### config.mk
export PLATFORM = sky130hd
export DESIGN_NAME = ssl_settings_store
export DESIGN_NICKNAME = d
export VERILOG_FILES = /design/src/design/ssl_pkg.sv /design/src/design/ssl_rst_filter.sv /design/src/design/ssl_settings_store.sv
export SDC_FILE = /design/constraint.sdc
export NUM_CORES = 2
export LEC_CHECK = 0
export BUFFER_PORTS_ARGS = -buffer_cell sky130_fd_sc_hd__buf_2
export CORE_MARGIN = 2
export CORE_UTILIZATION = 45
export DETAILED_ROUTE_END_ITERATION = 7
export HOLD_SLACK_MARGIN = 0.06
export SLEW_MARGIN = 20
export SYNTH_ARGS = -nofsm -noshare
export SYNTH_HDL_FRONTEND = slang
export SYNTH_SLANG_ARGS = --single-unit
### constraint.sdc
create_clock -name clk -period 1.7 [get_ports clk]
set_input_delay 0.34 -clock clk [delete_from_list [all_inputs] [get_ports clk]]
set_output_delay 0.34 -clock clk [all_outputs]
set_load 0.01 [all_outputs]
### src/design/ssl_pkg.sv
package ssl_pkg;

  // ==========================================================
  // Store geometry
  // ==========================================================
  localparam int SSL_AW = 6;
  localparam int SSL_DEPTH = 64;
  localparam int SSL_DW = 8;

  // ==========================================================
  // Settings layout, byte addresses in the store
  // ==========================================================
  // Chip settings area: bytes 0..15; USB identity fields at 8..15
  localparam logic [5:0] SSL_CHIP_LAST = 6'h0F;
  localparam logic [5:0] SSL_USB_FIRST = 6'h08;
  localparam logic [5:0] SSL_USB_LAST = 6'h0F;
  // Control byte within the USB fields, bit 0 = serial enumeration enable
  localparam logic [5:0] SSL_SER_CTL_ADDR = 6'h08;
  localparam int SSL_SER_EN_BIT = 0;
  // Serial number bytes 12..15
  localparam logic [5:0] SSL_SERIAL_FIRST = 6'h0C;
  localparam logic [5:0] SSL_LAST_ADDR = 6'h3F;

  // ==========================================================
  // Reset values
  // ==========================================================
  localparam logic [7:0] SSL_SER_CTL_RST = 8'h00;
  localparam logic [7:0] SSL_BYTE_RST = 8'h00;
  // Access-protection unlock key; value arbitrary
  localparam logic [7:0] SSL_UNLOCK_KEY = 8'hA5;

  // ==========================================================
  // Timing
  // ==========================================================
  localparam int SSL_CLK_MHZ = 250;
  localparam int SSL_GLITCH_NS = 100;
  localparam int SSL_GLITCH_CYC = (SSL_GLITCH_NS * SSL_CLK_MHZ + 999) / 1000;
  localparam int SSL_FILT_W = 5;
  localparam logic [4:0] SSL_FILT_MAX = 5'(SSL_GLITCH_CYC);

  // ==========================================================
  // Commands and states
  // ==========================================================
  typedef enum logic [1:0] {
    SSL_SEL_SRAM = 2'h0,
    SSL_SEL_FLASH = 2'h1
  } ssl_sel_type;

  typedef struct packed {
    logic valid;
    logic write;
    ssl_sel_type sel;
    logic [5:0] addr;
    logic [7:0] wdata;
  } ssl_req_type;

  typedef struct packed {
    logic valid;
    logic denied;
    logic [7:0] rdata;
  } ssl_rsp_type;

  typedef enum logic [2:0] {
    SSL_ST_LOAD = 3'b001,
    SSL_ST_IDLE = 3'b010,
    SSL_ST_RSP = 3'b100
  } ssl_state_type;

endpackage : ssl_pkg

### src/design/ssl_rst_filter.sv
`timescale 1ns/1ps
module ssl_rst_filter
  import ssl_pkg::*;
(
  input wire logic clk,
  input wire logic por_n,
  input wire logic pin_rst_n,
  output logic rst_n
);

  logic [SSL_FILT_W-1:0] cnt_q, cnt_d;
  logic rst_n_q, rst_n_d;

  // ==========================================================
  // Glitch filter on the reset pin
  // ==========================================================
  always_comb
  begin
    cnt_d = cnt_q;
    rst_n_d = rst_n_q;
    if (pin_rst_n)
    begin
      cnt_d = '0;
      rst_n_d = 1'b1;
    end
    else if (cnt_q >= SSL_FILT_MAX)
      rst_n_d = 1'b0;
    else
      cnt_d = cnt_q + 5'h01;
  end

  // Power-on pulse forces reset regardless of filter state
  always_ff @(posedge clk or negedge por_n)
  begin
    if (!por_n)
    begin
      cnt_q <= '0;
      rst_n_q <= 1'b0;
    end
    else
    begin
      cnt_q <= cnt_d;
      rst_n_q <= rst_n_d;
    end
  end

  assign rst_n = rst_n_q;

endmodule : ssl_rst_filter

### src/design/ssl_settings_store.sv
`timescale 1ns/1ps
// Contract
// - After reset the flash settings are copied into the SRAM copy.
// - After loading, the SRAM copy is writable through HID commands.
// - Host reads and writes both flash and SRAM via one port.
// - Store manages loading and modification and protects writes.
// - USB identity bytes stay in flash only, skipped during copy.
// - Factory default: serial number not presented at enumeration.
// - A unique serial number is held and user-replaceable.
// - Serial enumeration enable is user-changeable and drives enumeration.
// - Reset pin low resets; short glitches are filtered out.
// - Power-on pulse puts the device into its initial state.
// - Settings hold descriptors, IDs, pin functions, converter, clock.
module ssl_settings_store
  import ssl_pkg::*;
(
  input wire logic clk,
  input wire logic reset_n,
  input wire logic por_n,
  input ssl_pkg::ssl_req_type req,
  output logic req_ready,
  output ssl_pkg::ssl_rsp_type rsp,
  input wire logic [7:0] unlock_key,
  output logic load_done,
  output logic serial_enum_en,
  output logic [31:0] serial_number,
  output logic [7:0] pin_func,
  output logic [7:0] dac_cfg,
  output logic [7:0] adc_cfg,
  output logic [7:0] clk_out_cfg
);
  import ssl_pkg::*;

  logic dev_rst_n;

  // Reset pin filtered and merged with power-on pulse
  ssl_rst_filter u_filt (
    .clk(clk),
    .por_n(por_n),
    .pin_rst_n(reset_n),
    .rst_n(dev_rst_n)
  );

  // ==========================================================
  // Storage arrays
  // ==========================================================
  // Flash image holds descriptors, IDs, pin functions, ADC/DAC and
  // clock output bytes; reset of flash models factory contents.
  logic [7:0] flash_q [SSL_DEPTH];
  logic [7:0] sram_q [SSL_DEPTH];

  ssl_state_type state_q, state_d;
  logic [5:0] ptr_q, ptr_d;
  ssl_rsp_type rsp_q, rsp_d;
  logic we_flash, we_sram;
  logic [5:0] waddr;
  logic [7:0] wbyte;
  logic key_ok;
  logic usb_hit;
  logic to_flash;
  logic [7:0] rd_byte;

  function automatic logic is_usb(input logic [5:0] a);
    is_usb = (a >= SSL_USB_FIRST) && (a <= SSL_USB_LAST);
  endfunction : is_usb

  // ==========================================================
  // Host access decode
  // ==========================================================
  // The key is compared live, so it must stand with the request
  assign key_ok = (unlock_key == SSL_UNLOCK_KEY);
  assign usb_hit = is_usb(req.addr);
  assign to_flash = (req.sel == SSL_SEL_FLASH);

  // USB bytes live only in flash; their SRAM cells are never
  // loaded, so an SRAM read there answers from flash, not junk.
  always_comb
  begin
    rd_byte = sram_q[req.addr];
    if (to_flash || usb_hit)
      rd_byte = flash_q[req.addr];
  end

  // ==========================================================
  // Shared array write port
  // ==========================================================
  // Loader owns the port during the copy, the host afterwards
  always_comb
  begin
    waddr = req.addr;
    wbyte = req.wdata;
    if (state_q == SSL_ST_LOAD)
    begin
      waddr = ptr_q;
      wbyte = flash_q[ptr_q];
    end
  end

  // ==========================================================
  // Loader and command sequencer
  // ==========================================================
  always_comb
  begin
    state_d = state_q;
    ptr_d = ptr_q;
    rsp_d = rsp_q;
    we_flash = 1'b0;
    we_sram = 1'b0;
    rsp_d.valid = 1'b0;
    case (state_q)
      SSL_ST_LOAD:
      begin
        we_sram = !is_usb(ptr_q);
        ptr_d = ptr_q + 6'h01;
        if (ptr_q == SSL_LAST_ADDR)
          state_d = SSL_ST_IDLE;
      end
      SSL_ST_IDLE:
      begin
        if (req.valid)
        begin
          rsp_d.denied = 1'b0;
          rsp_d.rdata = SSL_BYTE_RST;
          if (req.write)
          begin
            // Flash writes need the key; SRAM copy stays open except the USB bytes
            if (to_flash)
            begin
              if (key_ok)
                we_flash = 1'b1;
              else
                rsp_d.denied = 1'b1;
            end
            else if (usb_hit)
              rsp_d.denied = 1'b1;
            else
              we_sram = 1'b1;
          end
          else
            rsp_d.rdata = rd_byte;
          state_d = SSL_ST_RSP;
        end
      end
      SSL_ST_RSP:
      begin
        rsp_d.valid = 1'b1;
        state_d = SSL_ST_IDLE;
      end
      default:
        state_d = SSL_ST_LOAD;
    endcase
  end

  // ==========================================================
  // Sequencer registers
  // ==========================================================
  always_ff @(posedge clk or negedge dev_rst_n)
  begin
    if (!dev_rst_n)
    begin
      state_q <= SSL_ST_LOAD;
      ptr_q <= '0;
      rsp_q <= '0;
    end
    else
    begin
      state_q <= state_d;
      ptr_q <= ptr_d;
      rsp_q <= rsp_d;
    end
  end

  // ==========================================================
  // Array write ports
  // ==========================================================
  // The SRAM array carries no reset so it can map to memory; all
  // but its USB bytes are rewritten by the loader before any access.
  always_ff @(posedge clk)
  begin
    if (we_sram)
      sram_q[waddr] <= wbyte;
  end

  // Flash only comes up at factory value on power-on, not pin reset
  always_ff @(posedge clk or negedge por_n)
  begin
    if (!por_n)
    begin
      for (int i = 0; i < SSL_DEPTH; i++)
        flash_q[i] <= SSL_BYTE_RST;
      flash_q[SSL_SER_CTL_ADDR] <= SSL_SER_CTL_RST;
    end
    else if (we_flash)
      flash_q[waddr] <= wbyte;
  end

  // ==========================================================
  // Outputs
  // ==========================================================
  logic [7:0] ser_ctl;
  assign ser_ctl = flash_q[SSL_SER_CTL_ADDR];

  assign req_ready = (state_q == SSL_ST_IDLE);
  assign rsp = rsp_q;
  assign load_done = (state_q != SSL_ST_LOAD);
  // Enumeration reads USB fields straight from flash
  assign serial_enum_en = ser_ctl[SSL_SER_EN_BIT];
  assign serial_number = {flash_q[SSL_SERIAL_FIRST + 6'h03],
                          flash_q[SSL_SERIAL_FIRST + 6'h02],
                          flash_q[SSL_SERIAL_FIRST + 6'h01],
                          flash_q[SSL_SERIAL_FIRST]};

  // ==========================================================
  // Working configuration from the SRAM copy
  // ==========================================================
  // Host edits act at once; flash edits only after the next load
  assign pin_func = sram_q[0];
  assign dac_cfg = sram_q[1];
  assign adc_cfg = sram_q[2];
  assign clk_out_cfg = sram_q[3];

endmodule : ssl_settings_store

# ---- Word level (Yosys, flattened, before mapping)
# Memory sizes are Yosys's and may differ from the RTL's.
# Index checks and enable logic that the tools add are counted.
dict set report word_totals {
  register_bits 537
  mem_bits_rw 512
  inputBits 29
  output_inout_bits 77
  word_cells 141
  memories 1
}
# memory depth word_bits rd rd_ports_with_merged_regs wr line_no
set mem_list {}
lappend mem_list {sram_q 64 8 5 0 1 ssl_settings_store.sv:50} ;# logic [7:0] sram_q [SSL_DEPTH];
dict set report classes {
  addsub 2
  magnitude_cmp 9
  eq_ne 10
  mux 37
  bitwise 3
  reduce_logical 8
}
# op n
set op_table {}
lappend op_table {{bitwise mux 512 bit} 1}
lappend op_table {{binary-select mux 8 bit (select 6 bit)} 2}
lappend op_table {{2-to-1 mux 8 bit} 8}
lappend op_table {{demux 8 bit (select 6 bit)} 1}
lappend op_table {{>= comparator 7 bit, second input constant} 3}
lappend op_table {{NOT 6 -> 7 bit} 3}
lappend op_table {{2-to-1 mux 1 bit} 18}
lappend op_table {{>= comparator 6 x 4 -> 1 bit, second input constant} 2}
lappend op_table {{<= comparator 6 x 4 -> 1 bit, second input constant} 2}
lappend op_table {{2-to-1 mux 5 bit} 2}
lappend op_table {{one-hot mux 3 bit (3 select lines)} 1}
lappend op_table {{equality test 8 bit, second input constant} 1}
lappend op_table {{less-than comparator 7 x 1 -> 1 bit, second input constant} 1}
lappend op_table {{adder 6 x 1 -> 6 bit, second input constant} 1}
lappend op_table {{equality test 6 bit, second input constant} 1}
lappend op_table {{2-to-1 mux 3 bit} 2}
lappend op_table {{2-to-1 mux 6 bit} 1}
lappend op_table {{adder 5 x 1 -> 5 bit, second input constant} 1}
lappend op_table {{>= comparator 5 bit, second input constant} 1}
lappend op_table {{inequality test 2 bit, second input constant} 2}
lappend op_table {{AND reduction 2 bit} 2}
lappend op_table {{equality test 3 x 1 -> 1 bit, second input constant} 1}
lappend op_table {{equality test 3 x 2 -> 1 bit, second input constant} 1}
lappend op_table {{equality test 3 bit, second input constant} 1}
lappend op_table {{8 further kinds} 10}

# ---- Depth between registers and ports, before layout
dict set report logic_depth {
  depth_word 9
  ltp_mapped 12
}

# ---- Modules after synthesis
# A second synthesis with hierarchy kept.
dict set report unflattened {
  hier_cells 3177
  hier_area_um2 49354.8
}
# mod n_inst cells_per_inst area_each_um2 seq_area_each_um2
set modules_own_cells {}
lappend modules_own_cells {ssl_settings_store 1 3147 49053.3 28663.7}
lappend modules_own_cells {ssl_rst_filter 1 30 301.5 150.1}

# ---- Worst setup path before layout
# No wires, ideal clock.
dict set report synth_timing {
  kind {register to register}
  from {reg ptr_q[1]}
  to {mem sram_q[0][6], data pin}
  arrival_ps 4460
  required_time_ps 998
  setup_slack_ps -3461
  path_stages_with_launch 11
  path_buffers 6
  path_cell_list {dfrtp_1 buf_2 buf_4 buf_4 buf_4 buf_2 clkbuf_1 a21oi_1 a22oi_1 a311oi_1 o21ai_0}
}
dict set report synth_between {
  elab_chain_len 5
}
# element line_no
set synth_lines {}
lappend synth_lines {{start: declaration} ssl_settings_store.sv:53} ;# logic [5:0] ptr_q, ptr_d;
lappend synth_lines {{start signal: assignment} ssl_settings_store.sv:168} ;# ptr_q <= ptr_d;
lappend synth_lines {{NOT 6 -> 7 bit (implied by the code)} ssl_settings_store.sv:95} ;# wbyte = flash_q[ptr_q];
lappend synth_lines {{binary-select mux 8 bit (select 6 bit)} ssl_settings_store.sv:95}
lappend synth_lines {{2-to-1 mux 8 bit (implied by the code) (2 in series)} ssl_settings_store.sv:95}
lappend synth_lines {{2-to-1 mux 8 bit} ssl_settings_store.sv:92} ;# if (state_q == SSL_ST_LOAD)
lappend synth_lines {{named net wbyte[6]} ssl_settings_store.sv:57} ;# logic [7:0] wbyte;
lappend synth_lines {{end: declaration} ssl_settings_store.sv:50}
# The timed path passes the listed nets, and every way through them passes these cells. The select of a mux whose other input is x is not followed.

# ---- Worst setup path after layout
dict set report layout_timing {
  from {reg ptr_q[0]}
  to {mem sram_q[34][0], data pin}
}
# Same word-level chain as after synthesis.

==> results_dict.tcl <==
set metrics [dict create \
    status "finished with violations" \
    violations "negative setup slack" \
    wl_per_cell_um 25.8 \
    post-route-min-period_ns 3.09 \
    antenna_cells 0 \
    synth_commonest_cells "dfrtp_1, edfxtp_1, nand2_1, mux2i_1, o21ai_0" \
    antenna_found_initial 4 \
    fin_crit_sh_pct 182 \
    grt_use_met2_pct 46.7 \
    yosys.area.top_type "edfxtp_1" \
    grt.met1_usage_pct 39.1 \
    ys_seq_area_share_pct 58.6 \
    core_area_sq_um 109000 \
    dr.pass1.iters 5 \
    crit_required_ns 2.19 \
    drt_iter0_markers 3391 \
    drv_slew 0 \
    synth-seq-cells 1049 \
    crit_path_top_delay_cell "mux4_2" \
    clock_path_buffers 3 \
    syn_inst 3835 \
    grt_max_degree 65 \
    worstSetupStartpointType "register" \
    drc_errors 0 \
    fillCellCount 8501 \
    crit_chain "buf_12 > mux4_2 > mux4_2 > nor2b_4 > a311oi_4 > buf_4 > o22ai_4 > buf_4 > buf_12" \
    gp_congestion 0.986 \
    rsz0062_at_grt "yes" \
    cts_tree "built" \
    path_max_fanout 7 \
    rows 121 \
    gr-total-overflow 0 \
    vias_per_cell 5.77 \
    die_x_um 334 \
    yosysMostFrequentCell "dfrtp_1" \
    powerDensity_nw_per_um2 1240 \
    grt_util_met3_pct 4.82 \
    hp-class "primary input to async pin" \
    hold_violations 0 \
    clock-sinks 1049 \
    root_buffer "clkbuf_16" \
    vdd_drop_max_v 0.00101 \
    p_leak_nw 28.0 \
    drtAntennaViolNets 0 \
    place_ws_ns -1.40 \
    worst_slack_ns -1.39 \
    grt_pass1_wl_um 238000 \
    crit_arrival_ns 3.58 \
    die_y_um 334 \
    syn_to_final_growth_pct 34.4 \
    worst_slew_pin_slew_ns 0.876 \
    synthesis.area_sq_um 49100 \
    clock.fmax_mhz 324 \
    clk_latency_ns 0.74 \
    slew_headroom_pct 41.6 \
    synth_edf_count 512 \
    dieArea_sq_um 112000 \
    skew_ns 0.0478 \
    drive_gt1_share_pct 37.4 \
    ys_warn_count 0 \
    synth_cell_type_count 61 \
    synth.area.top_cells "edfxtp_1, dfrtp_1, mux4_2" \
    setup_viol 1555 \
    wirelength_um 163000 \
    synthArstFlopShare_pct 51.2 \
    num_vias 36500 \
    clkSlewWorstSetupHoldPaths_ns 0.06 \
    port_buffers 105 \
    synth_ff_type "dfrtp_1" \
    grt_pass1_vias 36200 \
    busiest_layer "met2" \
    worst-setup-path-type "register to register" \
    pin_count 106 \
    worst_path_largest_cell_delay_ns 0.49 \
    cts_buffers 113 \
    synth.top_cell.area_share_pct 31.3 \
    endpoint_kind "register" \
    cap_violations 0 \
    cts-htree-levels 3 \
    hold_slack_ns 0.100 \
    nets 4851 \
    syn_area_per_cell_sq_um 12.8 \
    start_util_pct 45.3 \
    dpl.hpwl_um 113000 \
    grt_usage_pct 28.8 \
]
-- metrics by stage --
step	power, mW	util, %	instance area (sq um)	TNS, ns	instances
after floorplan	42.2	-	51000	-1054.39	3898
after global placement	52.1	56.0	60800	-1388.66	6038
after detailed placement	52.3	56.0	60800	-1407.25	6038
after CTS	79.2	60.1	65300	-1430.42	6282
after global routing	84.0	60.8	66000	-1537.75	6325
final	81.7	60.8	66000	-1475.80	6325
-- registers in the layout, indices dropped and copies added, names as in the netlist --
| register | count |
|---|---|
| ptr_q | 6 |
| flash_q | 472 |
| u_filt.cnt_q | 5 |
| sram_q | 512 |
| u_filt.rst_n | 1 |
| state_q | 3 |
| rsp | 10 |
| serial_number | 32 |
| ser_ctl | 8 |
-- logic make-up (layout without fill, tap and decap cells) --
family	count (synthesis)	in the layout	synth area share (%)
other	1	64	0.00763
AND/OR/NAND/NOR	887	887	7.99
adder cells (fa/ha/maj)	4	4	0.102
AO/OA/AOI/OAI	841	841	9.77
multiplexers	678	678	19.8
buffers and inverters	367	1380	3.60
flip-flops	1049	1049	58.6
XOR/XNOR	8	8	0.143
-- repair_timing --
action                                  4_1_cts  5_1_grt
cloned                                       13       20
endpoints found under the setup margin     1555     1559
hold buffers                                  4        0
gates resized for setup                      41       41
buffers inserted                             19       31
endpoints found under the hold margin       464        0
pin swaps                                     3       13
-- critical path: cells and delay by family (launching register included) --
kind	cells	cell delay [ns]
muxes	2	0.98
buffers and inverters	4	0.69
AOI/OAI and AO/OA	2	0.52
DFF	1	0.48
and+or+nand+nor	1	0.16
-- layer usage --
metal	wire, um	vias to the layer above
li1	-	16300
met1	66800	18400
met2	78000	1463
met3	12100	351
met4	6330	2
met5	12	-
-- where the power goes --
part / leakage [nW] / internal (mW) / total, mW / switching (mW)
Sequential: 12.2 / 30.4 / 30.9 / 0.509
Combinational: 13.9 / 11.7 / 26.3 / 14.6
Clock: 1.80 / 14.0 / 24.5 / 10.5
-- cell type report --
class | instances | area, sq um | share of cell area (%)
Sequential cell | 1049 | 28800 | 43.6
Multi-Input combinational cell | 2482 | 20200 | 30.6
Timing Repair Buffer | 1162 | 11500 | 17.4
Clock buffer | 155 | 3150 | 4.77
Tap cell | 1414 | 1770 | 2.68
Clock inverter | 53 | 554 | 0.839
Inverter | 10 | 47.5 | 0.0720
-- layout by cell type (no fill, tap or decap), types with 174 or more instances in the layout --
| cell | instances |
|---|---|
| a21oi_1 | 209 |
| buf_12 | 191 |
| buf_4 | 817 |
| dfrtp_1 | 532 |
| edfxtp_1 | 512 |
| mux2i_1 | 338 |
| mux4_2 | 221 |
| nand2_1 | 428 |
| nor2_1 | 174 |
| o21ai_0 | 261 |
-- final timing paths --
kind / startpoint / end / slack [ns] / cells past startpoint
min in group clk: req[7] / flash_q[79]$_DFFE_PN0P_ / 0.22 / 4
max in group asynchronous: por_n / flash_q[269]$_DFFE_PN0P_ / 0.84 / 4
max: ptr_q[0]$_DFFE_PN0P_ / sram_q[34][0]$_DFFE_PP_ / -1.39 / 9
max reg2reg: ptr_q[0]$_DFFE_PN0P_ / sram_q[34][0]$_DFFE_PP_ / -1.39 / 9
min: por_n / serial_number[0]$_DFFE_PN0P_ / 0.10 / 2
min reg2reg: u_filt.rst_n$_DFFE_PN0P_ / rsp[9]$_DFF_PN0_ / 0.28 / 1
(Power assumes the default switching activity.)
